===== src/pkg/uif_pkg.sv =====
// constants for the interrupt, status and fifo setup block
package uif_pkg;
   // ======================================================
   // register port offsets
   localparam logic [2:0] A_DATA = 3'h0;
   localparam logic [2:0] A_MASK = 3'h1;
   localparam logic [2:0] A_ISR  = 3'h2;
   localparam logic [2:0] A_LSR  = 3'h5;
   localparam logic [2:0] A_MSR  = 3'h6;
   // ======================================================
   // fifo_setup fields
   localparam int FS_EN    = 0;
   localparam int FS_RXRST = 1;
   localparam int FS_TXRST = 2;
   localparam int FS_DMA   = 3;
   localparam int FS_TRIG  = 6;
   // ======================================================
   // interrupt_mask fields and reset value
   localparam int M_RXD   = 0;
   localparam int M_TX    = 1;
   localparam int M_LSR   = 2;
   localparam int M_MSR   = 3;
   localparam int M_SLEEP = 4;
   localparam int M_XOFF  = 5;
   localparam int M_RTS   = 6;
   localparam int M_CTS   = 7;
   localparam logic [7:0] MASK_RST = 8'h00;
   // ======================================================
   // source codes, highest priority first
   localparam logic [5:0] C_LSR  = 6'h06;
   localparam logic [5:0] C_TO   = 6'h0C;
   localparam logic [5:0] C_RXD  = 6'h04;
   localparam logic [5:0] C_TX   = 6'h02;
   localparam logic [5:0] C_MSR  = 6'h00;
   localparam logic [5:0] C_XS   = 6'h10;
   localparam logic [5:0] C_FLOW = 6'h20;
   localparam logic [5:0] C_NONE = 6'h01;
   // ======================================================
   // fifo geometry and trigger levels
   localparam int DEPTH = 16;
   localparam int ENT_W = 11;
   localparam logic [4:0] FULL_LVL = 5'h10;
   localparam logic [4:0] TRIG_0 = 5'h01;
   localparam logic [4:0] TRIG_1 = 5'h04;
   localparam logic [4:0] TRIG_2 = 5'h08;
   localparam logic [4:0] TRIG_3 = 5'h0E;
   // ======================================================
   // receive time-out, in bit ticks
   localparam int CHAR_BITS = 10;
   localparam int TO_CHARS  = 4;
   localparam int TO_XBITS  = 12;
   localparam logic [5:0] TO_BITS =
      6'(TO_CHARS * CHAR_BITS + TO_XBITS);
endpackage : uif_pkg


===== src/rtl/uif_core.sv =====
// interrupt mask, source status, line status and fifo setup of one channel
`timescale 1ns/1ps
`default_nettype none
module uif_core (
   input  wire logic       i_clock,
   input  wire logic       i_rst_b,
   input  wire logic [2:0] i_addr,
   input  wire logic       i_rd,
   input  wire logic       i_wr,
   input  wire logic [7:0] i_wdata,
   output logic      [7:0] o_rdata,
   output logic            o_int,
   input  wire logic       i_enh_unlock,
   input  wire logic       i_auto_cts_en,
   input  wire logic       i_auto_rts_en,
   input  wire logic       i_rx_valid,
   input  wire logic [7:0] i_rx_data,
   input  wire logic [2:0] i_rx_err,
   output logic            o_rx_ready,
   input  wire logic       i_rx_overrun,
   input  wire logic       i_bit_tick,
   input  wire logic       i_tx_empty,
   input  wire logic       i_tx_full,
   input  wire logic       i_tsr_empty,
   output logic            o_tx_wstrobe,
   output logic      [7:0] o_tx_wdata,
   output logic            o_tx_fifo_reset,
   input  wire logic [7:0] i_modem_status,
   output logic            o_msr_read,
   input  wire logic       i_xoff_hit,
   input  wire logic       i_xon_hit,
   input  wire logic       i_special_hit,
   input  wire logic       i_rts_n,
   input  wire logic       i_cts_n_pin,
   output logic            o_sleep_en,
   output logic            o_rx_ready_pin_n,
   output logic            o_tx_ready_pin_n
);
   // ======================================================
   // host access decode
   logic                   rd_data, rd_isr, rd_lsr, rd_msr;
   logic                   wr_data, wr_mask, wr_fs;
   assign rd_data = i_rd && (i_addr == uif_pkg::A_DATA);
   assign rd_isr  = i_rd && (i_addr == uif_pkg::A_ISR);
   assign rd_lsr  = i_rd && (i_addr == uif_pkg::A_LSR);
   assign rd_msr  = i_rd && (i_addr == uif_pkg::A_MSR);
   assign wr_data = i_wr && (i_addr == uif_pkg::A_DATA);
   assign wr_mask = i_wr && (i_addr == uif_pkg::A_MASK);
   assign wr_fs   = i_wr && (i_addr == uif_pkg::A_ISR);

   // ======================================================
   // interrupt_mask
   logic [7:0]             mask_reg;
   logic [7:0]             emask;
   always_ff @(posedge i_clock) begin
      if (!i_rst_b) mask_reg <= uif_pkg::MASK_RST;
      else if (wr_mask) mask_reg <= i_wdata;
   end
   assign emask = i_enh_unlock ? mask_reg : {4'h0, mask_reg[3:0]};

   // ======================================================
   // fifo_setup
   logic                   fen_reg, dma_reg, rx_rst;
   logic [1:0]             trig_reg;
   logic [4:0]             trig;
   always_ff @(posedge i_clock) begin
      if (!i_rst_b) begin
         fen_reg  <= 1'b0;
         dma_reg  <= 1'b0;
         trig_reg <= 2'b00;
      end else if (wr_fs && i_wdata[uif_pkg::FS_EN]) begin
         fen_reg  <= 1'b1;
         dma_reg  <= i_wdata[uif_pkg::FS_DMA];
         trig_reg <= i_wdata[uif_pkg::FS_TRIG +: 2];
      end else if (wr_fs) begin
         fen_reg  <= 1'b0;
      end
   end
   assign rx_rst = wr_fs && i_wdata[uif_pkg::FS_EN]
                   && i_wdata[uif_pkg::FS_RXRST];
   always_ff @(posedge i_clock) begin
      if (!i_rst_b) o_tx_fifo_reset <= 1'b0;
      else o_tx_fifo_reset <= wr_fs && i_wdata[uif_pkg::FS_EN]
                              && i_wdata[uif_pkg::FS_TXRST];
   end
   always_comb begin
      case (trig_reg)
         2'b00:   trig = uif_pkg::TRIG_0;
         2'b01:   trig = uif_pkg::TRIG_1;
         2'b10:   trig = uif_pkg::TRIG_2;
         2'b11:   trig = uif_pkg::TRIG_3;
         default: trig = uif_pkg::TRIG_0;
      endcase
   end

   // ======================================================
   // two-entry buffer in front of the receive fifo
   logic [uif_pkg::ENT_W-1:0] buf_mem [2];
   logic                   buf_wp, buf_rp, buf_in, buf_out, room;
   logic [1:0]             buf_cnt, buf_cnt_next;
   logic [4:0]             cnt;
   assign buf_in  = i_rx_valid && o_rx_ready;
   // without fifos the holding register takes one character only
   assign room    = fen_reg ? (cnt < uif_pkg::FULL_LVL) : (cnt == 5'h00);
   assign buf_out = (buf_cnt != 2'b00) && room;
   assign buf_cnt_next = buf_cnt + {1'b0, buf_in} - {1'b0, buf_out};
   always_ff @(posedge i_clock) begin
      if (!i_rst_b) begin
         buf_wp     <= 1'b0;
         buf_rp     <= 1'b0;
         buf_cnt    <= 2'b00;
         o_rx_ready <= 1'b0;
      end else begin
         buf_wp     <= buf_wp ^ buf_in;
         buf_rp     <= buf_rp ^ buf_out;
         buf_cnt    <= buf_cnt_next;
         o_rx_ready <= buf_cnt_next != 2'b10;
      end
   end
   always_ff @(posedge i_clock) begin
      if (buf_in) buf_mem[buf_wp] <= {i_rx_err, i_rx_data};
   end

   // ======================================================
   // receive fifo with error tags
   logic [uif_pkg::ENT_W-1:0] fifo_mem [uif_pkg::DEPTH];
   logic [uif_pkg::ENT_W-1:0] head, pdat;
   logic [3:0]             wp, rp;
   logic [4:0]             err_cnt;
   logic                   push, pop, perr, herr;
   assign push = buf_out;
   assign pdat = buf_mem[buf_rp];
   assign perr = |pdat[10:8];
   assign pop  = rd_data && (cnt != 5'h00);
   assign head = fifo_mem[rp];
   assign herr = |head[10:8];
   always_ff @(posedge i_clock) begin
      if (!i_rst_b || rx_rst) begin
         wp      <= 4'h0;
         rp      <= 4'h0;
         cnt     <= 5'h00;
         err_cnt <= 5'h00;
      end else begin
         wp      <= wp + 4'(push);
         rp      <= rp + 4'(pop);
         cnt     <= cnt + 5'(push) - 5'(pop);
         err_cnt <= err_cnt + 5'(push && perr) - 5'(pop && herr);
      end
   end
   always_ff @(posedge i_clock) begin
      if (push) fifo_mem[wp] <= pdat;
   end

   // ======================================================
   // line status
   logic                   ovr_reg;
   logic [7:0]             lsr_val;
   always_ff @(posedge i_clock) begin
      if (!i_rst_b) ovr_reg <= 1'b0;
      else if (i_rx_overrun) ovr_reg <= 1'b1;
      else if (rd_lsr) ovr_reg <= 1'b0;
   end
   assign lsr_val = {err_cnt != 5'h00, i_tx_empty && i_tsr_empty,
                     i_tx_empty, (cnt != 5'h00) ? head[10:8] : 3'b000,
                     ovr_reg, cnt != 5'h00};

   // ======================================================
   // interrupt sources
   logic                   lsr_int_reg, to_flag_reg, tx_int_reg;
   logic                   xoff_reg, spec_reg, flow_reg, tx_empty_d;
   logic                   to_run, tx_set, cts_s1, cts_s2, cts_d, rts_d;
   logic                   src_lsr, src_to, src_rxd, src_tx, src_msr;
   logic                   src_xs, src_fl;
   logic [5:0]             to_cnt;
   // overrun now, errors on read out
   always_ff @(posedge i_clock) begin
      if (!i_rst_b) lsr_int_reg <= 1'b0;
      else if (i_rx_overrun || (pop && herr)) lsr_int_reg <= 1'b1;
      else if (rd_lsr) lsr_int_reg <= 1'b0;
   end
   assign to_run = fen_reg && (cnt != 5'h00) && (cnt < trig);
   always_ff @(posedge i_clock) begin
      if (!i_rst_b || push || pop || !to_run) to_cnt <= 6'h00;
      else if (i_bit_tick && to_cnt != uif_pkg::TO_BITS)
         to_cnt <= to_cnt + 6'h01;
   end
   always_ff @(posedge i_clock) begin
      if (!i_rst_b || rx_rst) to_flag_reg <= 1'b0;
      else if (to_run && !pop && to_cnt == uif_pkg::TO_BITS)
         to_flag_reg <= 1'b1;
      else if (pop) to_flag_reg <= 1'b0;
   end
   // empty edge or arming while empty
   // edge only counts while enabled, so a stale flag never fires on arming
   assign tx_set = (i_tx_empty && !tx_empty_d && mask_reg[uif_pkg::M_TX])
                   || (wr_mask && i_wdata[uif_pkg::M_TX]
                   && !mask_reg[uif_pkg::M_TX] && i_tx_empty);
   always_ff @(posedge i_clock) begin
      if (!i_rst_b) begin
         tx_int_reg <= 1'b0;
         // idle level of an empty fifo, no false edge after reset
         tx_empty_d <= 1'b1;
      end else begin
         tx_empty_d <= i_tx_empty;
         if (tx_set) tx_int_reg <= 1'b1;
         else if (rd_isr || wr_data) tx_int_reg <= 1'b0;
      end
   end
   always_ff @(posedge i_clock) begin
      if (!i_rst_b) begin
         xoff_reg <= 1'b0;
         spec_reg <= 1'b0;
      end else begin
         if (i_xoff_hit) xoff_reg <= 1'b1;
         else if (rd_isr || i_xon_hit) xoff_reg <= 1'b0;
         if (i_special_hit) spec_reg <= 1'b1;
         else if (rd_isr || buf_in) spec_reg <= 1'b0;
      end
   end
   // pin input passes two flops before the edge detector
   always_ff @(posedge i_clock) begin
      if (!i_rst_b) begin
         cts_s1 <= 1'b1;
         cts_s2 <= 1'b1;
         cts_d  <= 1'b1;
         rts_d  <= 1'b1;
      end else begin
         cts_s1 <= i_cts_n_pin;
         cts_s2 <= cts_s1;
         cts_d  <= cts_s2;
         rts_d  <= i_rts_n;
      end
   end
   always_ff @(posedge i_clock) begin
      if (!i_rst_b) flow_reg <= 1'b0;
      else if ((i_auto_cts_en && emask[uif_pkg::M_CTS] && cts_s2 && !cts_d)
               || (i_auto_rts_en && emask[uif_pkg::M_RTS]
                   && i_rts_n && !rts_d))
         flow_reg <= 1'b1;
      else if (rd_msr) flow_reg <= 1'b0;
   end

   assign src_lsr = lsr_int_reg && emask[uif_pkg::M_LSR];
   assign src_to  = to_flag_reg && emask[uif_pkg::M_RXD];
   assign src_rxd = emask[uif_pkg::M_RXD]
                    && (fen_reg ? (cnt >= trig) : (cnt != 5'h00));
   assign src_tx  = tx_int_reg && emask[uif_pkg::M_TX];
   assign src_msr = emask[uif_pkg::M_MSR] && (|i_modem_status[3:0]);
   assign src_xs  = emask[uif_pkg::M_XOFF] && (xoff_reg || spec_reg);
   assign src_fl  = flow_reg && i_enh_unlock;

   // ======================================================
   // priority encoder
   logic [5:0]             code;
   always_comb begin
      if (src_lsr)      code = uif_pkg::C_LSR;
      else if (src_to)  code = uif_pkg::C_TO;
      else if (src_rxd) code = uif_pkg::C_RXD;
      else if (src_tx)  code = uif_pkg::C_TX;
      else if (src_msr) code = uif_pkg::C_MSR;
      else if (src_xs)  code = uif_pkg::C_XS;
      else if (src_fl)  code = uif_pkg::C_FLOW;
      else              code = uif_pkg::C_NONE;
   end

   // ======================================================
   // read port and outputs
   always_ff @(posedge i_clock) begin
      if (!i_rst_b) o_rdata <= 8'h00;
      else if (i_rd) begin
         case (i_addr)
            uif_pkg::A_DATA: o_rdata <= (cnt != 5'h00) ? head[7:0] : 8'h00;
            uif_pkg::A_MASK: o_rdata <= mask_reg;
            uif_pkg::A_ISR:  o_rdata <= {fen_reg, fen_reg, code};
            uif_pkg::A_LSR:  o_rdata <= lsr_val;
            uif_pkg::A_MSR:  o_rdata <= i_modem_status;
            default:         o_rdata <= 8'h00;
         endcase
      end
   end
   always_ff @(posedge i_clock) begin
      if (!i_rst_b) begin
         o_int            <= 1'b0;
         o_msr_read       <= 1'b0;
         o_tx_wstrobe     <= 1'b0;
         o_tx_wdata       <= 8'h00;
         o_sleep_en       <= 1'b0;
         o_rx_ready_pin_n <= 1'b1;
         o_tx_ready_pin_n <= 1'b1;
      end else begin
         o_int            <= code != uif_pkg::C_NONE;
         o_msr_read       <= rd_msr;
         o_tx_wstrobe     <= wr_data;
         o_tx_wdata       <= i_wdata;
         o_sleep_en       <= emask[uif_pkg::M_SLEEP];
         o_rx_ready_pin_n <= dma_reg ? !(cnt >= trig || to_flag_reg)
                                     : (cnt == 5'h00);
         o_tx_ready_pin_n <= dma_reg ? i_tx_full : !i_tx_empty;
      end
   end
endmodule : uif_core
`default_nettype wire


===== config.mk =====
export PLATFORM = sky130hd
export DESIGN_NAME = uif_core
export DESIGN_NICKNAME = d
export VERILOG_FILES = /design/src/pkg/uif_pkg.sv /design/src/rtl/uif_core.sv
export SDC_FILE = /design/constraint.sdc
export NUM_CORES = 1
export LEC_CHECK = 0
export BUFFER_PORTS_ARGS = -buffer_cell sky130_fd_sc_hd__buf_2
export CAP_MARGIN = 20
export CORE_UTILIZATION = 50
export CTS_CLUSTER_DIAMETER = 50
export CTS_CLUSTER_SIZE = 40
export DETAILED_ROUTE_END_ITERATION = 12
export GPL_TIMING_DRIVEN = 0
export PLACE_DENSITY = 0.69
export SYNTH_ARGS = -nofsm -noshare
export SYNTH_HDL_FRONTEND = slang
export SYNTH_SLANG_ARGS = --single-unit
export TNS_END_PERCENT = 50

===== constraint.sdc =====
create_clock -name i_clock -period 4 [get_ports i_clock]
set_input_delay 1.2 -clock i_clock [delete_from_list [all_inputs] [get_ports i_clock]]
set_output_delay 1.2 -clock i_clock [all_outputs]
set_load 0.01 [all_outputs]

# Word-level counts from Yosys, hierarchy flattened
# Memories as Yosys holds them, arrays and structs flattened. A register that Yosys moved wholly into a read port is not among the register bits.
# Cells that the tools add are included.
[totals]
ff_bits = 76
mem_bits_rw = 198
inputBits = 48
output_inout_bits = 24
word_cells = 176
mem_count = 2
[op_classes]
addsub = 9
order_cmp = 3
n_eq_ne = 11
n_mux = 37
bitwise_logic = 2
n_reduce_logical = 78
[memory_table]
columns = ["name", "depth", "width", "read_ports", "rd_clocked_by_memory_dff", "wr", "line_no", "rtl"]
rows = [
  ["fifo_mem", 16, 11, 1, 1, 1, "uif_core.sv:126", "logic [uif_pkg::ENT_W-1:0] fifo_mem [uif_pkg::DEPTH];"],
  ["buf_mem", 2, 11, 1, 1, 1, "uif_core.sv:98", "logic [uif_pkg::ENT_W-1:0] buf_mem [2];"],
]
[op_table]
columns = ["op", "count"]
rows = [
  ["6-bit 2-to-1 mux", 7],
  ["8-bit one-hot mux with 5 select lines", 1],
  ["1-bit logical AND", 39],
  ["1-bit 2-to-1 mux", 24],
  ["5-bit one-hot mux with 4 select lines", 1],
  ["2-bit nonzero test", 9],
  ["8-bit 2-to-1 mux", 2],
  ["1-bit logical OR", 12],
  ["5-bit by 1-bit adder with 5-bit output", 2],
  ["5-bit nonzero test", 2],
  ["5-bit by 1-bit subtractor with 5-bit output", 2],
  ["1-bit logical NOT", 9],
  ["4-bit by 1-bit adder with 4-bit output", 2],
  ["6-bit by 1-bit adder with 6-bit output, second input constant", 1],
  ["3-bit equality test, second input constant", 2],
  ["6-bit equality test, second input constant", 1],
  ["6-bit by 1-bit inequality test with 1-bit output, second input constant", 1],
  ["6-bit inequality test, second input constant", 1],
  ["3-bit OR reduction", 2],
  ["5-bit greater-or-equal comparator", 1],
  ["5-bit logical NOT", 1],
  ["5-bit less-than comparator", 1],
  ["5-bit less-than comparator, second input constant", 1],
  ["2-bit equality test, second input constant", 2],
  ["other kinds (13)", 14],
]

# Longest topological paths before layout
# Gate-level depths: netlist (run 1).
[depth]
word_depth = 9
ltp_mapped = 18
depth_no_buf = 16

# Least setup slack after synthesis (run 1)
# No wires, ideal clock.
[synth_path]
kind = "input port to flip-flop"
start = "input i_addr[1]"
end = "register err_cnt[4]"
setup_time_ns = 0.133
t_arrival_ns = 3.482
required_ns = 3.867
slack_ns = 0.385
stages = 15
path_buffers = 1
path_cell_list = "nor3_1 and2_1 clkbuf_1 nand2_1 a211oi_1 ha_1 inv_1 ha_1 inv_1 fa_1 inv_1 a21oi_1 nor2_1 or3_1 a21oi_1"
[synth_via]
elab_chain_cells = 5
elab_cells_between_ends = 10
cone_classes = "add/sub: 1; eq/ne: 1; reduce/logical: 8"
[synth_rtl]
columns = ["element", "line_no", "rtl"]
rows = [
  ["from (decl)", "uif_core.sv:7", "input wire logic [2:0] i_addr,"],
  ["3-bit logical NOT / 3-bit by 2-bit equality test with 1-bit output (equally long branches)", "uif_core.sv:43, uif_core.sv:49", ""],
  ["1-bit logical AND (on tied branches)", "uif_core.sv:43, uif_core.sv:49", ""],
  ["1-bit logical AND (on tied branches)", "uif_core.sv:134, uif_core.sv:79", ""],
  ["1-bit logical AND (on tied branches)", "uif_core.sv:147, uif_core.sv:80", ""],
  ["5-bit by 1-bit subtractor with 5-bit output / 1-bit logical OR (equally long branches)", "uif_core.sv:147, uif_core.sv:138", ""],
  ["to (signal assigned)", "uif_core.sv:147", "err_cnt <= err_cnt + 5'(push && perr) - 5'(pop && herr);"],
  ["to (decl)", "uif_core.sv:129", "logic [4:0] err_cnt;"],
]
# Several ways; a longest one is shown, not always the timed one.
# A chain may end at the register's enable or synchronous reset.

# Worst setup path in the final report (run 1)
# Ends and elaborated chain as after synthesis.

==> results.cfg, run 1 <==
[run_status]
status = complete, no violations

[sta]
grt_setup_unrepaired = no
hold_viol_final = 0
maxSlewHeadroom_pct = 36.0
setup_viol = 0
period_needed_ns = 3.73
worst_slack_ns = 0.265
period_share_pct = 93.4
drv_slew = 0
whs_ns = 0.438
skew_ns = 0.0431
worstMarginPinSlew_ns = 0.959
fmax_mhz = 268

[finish]
layout_common_cells = edfxtp_1, buf_2, dfxtp_1
area_growth_pct = 16.1
reg_top3 = fifo_mem (176), buf_mem (22)
final_core_util_pct = 59.2
n_antenna_cell = 0
final_cell_area_mm2 = 0.0134
mostFrequentLayoutCell = edfxtp_1
largest_reg_flops = 176
final_layout_size_suffix_gt1_share_pct = 24.6
top_register = fifo_mem
nNetsFinal = 977

[floorplan]
dieArea_mm2 = 0.0236
die_height_um = 154
coreArea_mm2 = 0.0226
die_x_um = 154
rows = 55
io_pins = 72
start_util_pct = 51.0

[setup_path]
critical_path_arrival_ns = 4.13
required_ns = 4.39
critPathCaptureType = register
cpPeakStageDelay_ns = 0.40
crit_chain = buf_2 > nor3_2 > and2_1 > clkbuf_1 > nand2_1 > a211oi_2 > ha_1 > inv_1 > ha_1 > inv_1 > fa_1 > inv_1 > a21oi_1 > nor2_1 > or3_1 > a21oi_1
crit_type = in2reg
r2r_setup_slack_ns = 0.27
cp_max_fo = 9
cpMostUsedCell = inv_1
reg2reg_from = rp[2]
cp_slowest_cell = fa_1
cp-start-kind = primary input
r2r-end = err_cnt[4]
reg2reg_depth = 17
crit_path_start = i_addr[1]
crit_end = err_cnt[4]

[synthesis]
synth_cells = 790
synth_nets = 866
synth_flop_cell = edfxtp_1
ys_seq_elements = 275
yosysWarnings = 0
synthDistinctLibCells = 66
synth_async_sr_flop_share_pct = 0
yosysSeqAreaShare_pct = 65.1
netlist_area_mm2 = 0.0115
avgSynthCellArea_um2 = 14.6
synth_edf_count = 198

[global_route]
antenna_found_initial = 0
grt_pass1_wl_mm = 40.9
grt_use_met1_pct = 31.1
grt_max_degree = 23
top_usage_layer = met2
grt_usage_pct = 23.1
gr-total-overflow = 0
grtUsageMet2_pct = 38.1
grt_pass1_vias = 7004
met3_usage_pct = 4.31

[clock_tree]
cts_tree = done
cts_max_path_buffers = 3
cts_made_buffers = 27
worst_skew_pair.late_latency_ns = 0.57
clock-root-buffer = clkbuf_16
cts_sinks = 275
cts_max_level = 1
path_clk_slew_ns = 0.06

[drt]
drt-pass1-iter-count = 5
viasPerCell = 5.82
drc = 0
drt_iter0_drc = 636
wl_mm = 26.7
postRouteAntennaNets = 0
wl_per_cell_um = 22.1
dr_total_vias = 7020

[run]
drv_cap = 0

[placement]
numPortBuffers = 71
placed_area_mm2 = 0.0124
dp_slack_ns = -0.621
gp_congestion = 0.935
hpwl_mm = 18.6

[power_and_ir_drop]
leakage_nw = 4.65
power.total_mw = 7.34
powerDensity_mw_per_mm2 = 549
vdd_drop_max_v = 0.000503

[min_path]
hp-class = reg2reg
-- stage by stage --
| step | instances | TNS (ns) |
|---|---|---|
| floorplan | 790 | 0 |
| global placement | 1146 | -2.75 |
| detailed placement | 1158 | -1.82 |
| CTS | 1208 | 0 |
| global route | 1207 | 0 |
| finish | 1207 | 0 |
-- per-layer routing --
metal,wire [µm],vias to the layer above
met2,12700,293
met3,1760,52
met1,11400,3455
met5,0,-
li1,-,3220
met4,833,0
-- critical path: cells and delay by family --
| family | cells | cell delay (ns) |
|---|---|---|
| buf+inv | 5 | 0.71 |
| fa+ha+maj | 3 | 0.86 |
| compound gates | 3 | 0.42 |
| simple gates | 5 | 0.92 |
-- cell families (layout without fill, tap and decap cells) --
kind of cell             count (synthesis)  count (layout)  synth area share, %
flip-flops                             275             275                 65.1
AND/OR/NAND/NOR                        231             231                 10.6
AO/OA/AOI/OAI                           94              94                 5.71
multiplexers                            74              74                 11.5
buffers and inverters                   70             202                 2.61
adder cells (fa/ha/maj)                 28              28                 3.18
XOR/XNOR                                18              18                 1.37
-- area by class of cell --
type	count	area, µm²
Buffer	34	165
Clock buffer	30	697
Clock inverter	20	264
Fill cell	1739	9210
Inverter	35	131
Multi-Input combinational cell	445	3760
Sequential cell	275	7490
Tap cell	285	357
Timing Repair Buffer	83	498
-- timing repair --
item,CTS,global route
cloned,0,0
hold buffers,0,0
resized for setup,1,1
endpoints found under the setup margin,1,1
setup buffers,0,0
-- where the power goes --
| part | switching [mW] | total [mW] | internal (mW) |
|---|---|---|---|
| Clock | 1.20 | 2.72 | 1.52 |
| Sequential | 0.0860 | 3.48 | 3.40 |
| Combinational | 0.697 | 1.14 | 0.442 |
| Total | 1.99 | 7.34 | 5.36 |
-- cell usage after synthesis (all sizes together), types with 7 or more instances --
library cell / number / area (µm²)
and2: 17 / 106
o21ai: 12 / 63.8
nand2b: 14 / 87.6
a31oi: 7 / 43.8
a21oi: 16 / 80.1
clkbuf: 15 / 57.6
a21boi: 10 / 75.1
nand3: 19 / 100
mux4: 43 / 983
nor2b: 25 / 156
inv: 35 / 131
nor2: 49 / 184
ha: 26 / 325
buf: 20 / 111
edfxtp: 198 / 5950
mux2i: 12 / 120
xor2: 8 / 70.1
nand2: 45 / 169
xnor2: 10 / 87.6
dfxtp: 77 / 1540
mux2: 19 / 214
nor3: 19 / 95.1
-- worst min path at each step --
stage | start | to | slack, ns | depth (start not counted)
CTS | cts_s1 | cts_s2 | 0.43 | 1
finish | cts_s1 | cts_s2 | 0.44 | 1
global route | cts_s1 | cts_s2 | 0.44 | 1
global placement | cts_s1 | cts_s2 | 0.42 | 1
detailed placement | cts_s1 | cts_s2 | 0.40 | 1
floorplan | cts_s1 | cts_s2 | 0.39 | 1
(Power assumes the default switching activity.)
==> inputs of run 2 (changes only) <==
--- a/config.mk
+++ b/config.mk
@@ -5,6 +5,7 @@
 export SDC_FILE = /design/constraint.sdc
 export NUM_CORES = 1
 export LEC_CHECK = 0
+export ABC_AREA = 1
 export BUFFER_PORTS_ARGS = -buffer_cell sky130_fd_sc_hd__buf_2
 export CAP_MARGIN = 20
 export CORE_UTILIZATION = 50
==> constraint.sdc (replaced) <==
create_clock -name i_clock -period 4 [get_ports i_clock]
set_input_delay 0.8 -clock i_clock [delete_from_list [all_inputs] [get_ports i_clock]]
set_output_delay 0.8 -clock i_clock [all_outputs]
set_load 0.01 [all_outputs]
==> results.cfg, run 2 <==
[run_status]
status = complete, no violations

[finish]
nNetsFinal = 1310
final_core_util_pct = 59.0
mostFrequentLayoutCell = nand2_1
reg_top3 = fifo_mem (176), buf_mem (22)
area_growth_pct = 14.8
layout_common_cells = nand2_1, edfxtp_1, inv_1
final_layout_size_suffix_gt1_share_pct = 16.3
largest_reg_flops = 176
top_register = fifo_mem
fin_cells = 1564
final_cell_area_mm2 = 0.0135
n_antenna_cell = 0

[setup_path]
cp_slowest_cell = nor4_4
reg2reg_from = cnt[2]
reg2reg_depth = 21
cpMostUsedCell = inv_1
r2r_setup_slack_ns = 0.51
critPathCaptureType = register
crit_family = simple AND/OR/NAND/NOR gates
required_ns = 4.40
crit_chain = inv_1 > ha_1 > nand3_2 > inv_2 > nor4_4 > nand2_2 > inv_1 > nand2_1 > inv_1 > ha_1 > inv_1 > ha_1 > inv_1 > fa_1 > inv_1 > a21oi_1 > nor2_1 > nor2_1 > xor2_1 > inv_1 > nor2_1
cp_max_fo = 9
cp-start-kind = register
critical_path_arrival_ns = 3.89
r2r-end = err_cnt[4]
path_buf_inv = 8
crit_type = reg2reg
cpPeakStageDelay_ns = 0.51

[min_path]
hp-class = reg2reg
hold_path.startpoint = cts_s1
hold_path_end = cts_s2
hold_depth = 1

[floorplan]
die_height_um = 155
rows = 55
die_x_um = 155
dieArea_mm2 = 0.0241
coreArea_mm2 = 0.0228
io_pins = 72
start_util_pct = 51.4

[sta]
whs_ns = 0.423
maxSlewHeadroom_pct = 37.8
period_share_pct = 87.2
setup_viol = 0
skew_ns = 0.0315
period_needed_ns = 3.49
drv_slew = 0
setup_tns_ns = 0
worstMarginPinSlew_ns = 0.932
worst_slack_ns = 0.513
hold_viol_final = 0
fmax_mhz = 287
grt_setup_unrepaired = no

[power_and_ir_drop]
vdd_drop_max_v = 0.000361
leakage_nw = 5.37
power.total_mw = 7.32
p_comb_share_pct = 18.7
p_sw_mw = 2.10
internal_power_mw = 5.23
switching_share_pct = 28.6
p_clk_share_pct = 33.2
p_seq_share_pct = 48.1
powerDensity_mw_per_mm2 = 543

[synthesis]
yosys.area_share.simple_pct = 17.7
netlist_area_mm2 = 0.0117
synth_compound_area_share_pct = 7.18
synthAdderAreaFrac_pct = 3.11
synth_cells = 1124
yosysSeqAreaShare_pct = 63.8
yosysTopAreaCellShare_pct = 50.6
synth_flop_cell = edfxtp_1
synthXorXnorAreaFrac_pct = 0.895
synth_edf_count = 198
synth_top_family_by_area = simple AND/OR/NAND/NOR gates
yosys-top-cells-count = nand2_1, edfxtp_1, inv_1
yosys.area.top_type = edfxtp_1
yosysWarnings = 0
synth_nets = 1200
synthTopCellsByArea = edfxtp_1, dfxtp_1, nand2_1
synth.area.mux_share_pct = 1.12
yosysMostFrequentCell = nand2_1
avgSynthCellArea_um2 = 10.4
synthDistinctLibCells = 51
synth_async_sr_flop_share_pct = 0
ys_seq_elements = 275

[global_route]
antenna_found_initial = 0
grt_usage_pct = 24.0
grt_pass1_wl_mm = 43.7
grt_pass1_vias = 7988
gr-total-overflow = 0
grt_max_degree = 19

[drt]
viasPerCell = 5.29
drc = 0
drt-pass1-iter-count = 5
wl_per_cell_um = 18.1
wl_mm = 28.4
drt_iter0_drc = 854
dr_total_vias = 8275
postRouteAntennaNets = 0

[clock_tree]
holdBufCountCts = 0
clock-root-buffer = clkbuf_16
postCtsSetupBuffers = 0
ctsResizeCount = 0
path_clk_slew_ns = 0.07
worst_skew_pair.late_latency_ns = 0.55
cts_max_level = 1
cts_tree = done
cts_sinks = 275
cts_made_buffers = 24
cts_max_path_buffers = 3

[placement]
numPortBuffers = 70
place_inst = 1521
placed_area_mm2 = 0.0127
dp_slack_ns = 0.348
gp_congestion = 0.860
hpwl_mm = 19.7

[run]
drv_cap = 0
-- run 2: cell types whose count changed in the layout (fill, tap and decap cells not counted), moves of 23 or more --
cell,before,now
nand2_1,45,260
o21ai_0,11,34
nor2_1,43,95
mux4_2,39,0
nand3_1,18,102
nor2b_1,25,0
inv_1,35,117
a21oi_1,16,47
-- run 2: power by group through the flow --
stage | registers (mW) | logic (mW) | clock network [mW]
finish | 3.52 | 1.37 | 2.43
CTS | 3.52 | 1.37 | 2.45
floorplan | 3.58 | 0.929 | 0
detailed placement | 3.59 | 1.36 | 0
global placement | 3.58 | 1.30 | 0
global route | 3.54 | 1.55 | 2.55
-- run 2: how the worst max path moves through the flow --
stage                          from         end  slack [ns]  cells past startpoint
after floorplan           i_addr[1]  err_cnt[4]        1.01                     17
after global placement    i_addr[1]  err_cnt[4]        0.38                     18
after detailed placement  i_addr[1]  err_cnt[4]        0.35                     18
after CTS                    cnt[2]  err_cnt[4]        0.53                     21
after global routing         cnt[3]  err_cnt[4]        0.21                     21
final                        cnt[2]  err_cnt[4]        0.51                     21
-- run 2: cell families (layout without fill, tap and decap cells) --
family                   after synthesis  after routing
multiplexers                          12             12
buffers and inverters                167            294
AND/OR/NAND/NOR                      489            489
AO/OA/AOI/OAI                        141            141
XOR/XNOR                              12             12
adder cells (fa/ha/maj)               28             28
flip-flops                           275            275
-- run 2: final cells by class --
cell class	instances	area, µm²
buffer	45	264
fill	1927	9370
clock buffer	29	661
inverter	122	464
clock inverter	14	161
tap	313	392
multi-input combinational	682	3540
timing repair buffer	84	515
sequential	275	7490
-- run 2: routing by layer --
layer | global-route usage [%] | up-vias | wire, µm
met3 | 2.84 | 57 | 2190
met4 | 8.08 | 0 | 804
met1 | 34.2 | 3896 | 12300
li1 | - | 4000 | -
met5 | 0 | - | 0
met2 | 38.3 | 322 | 13000
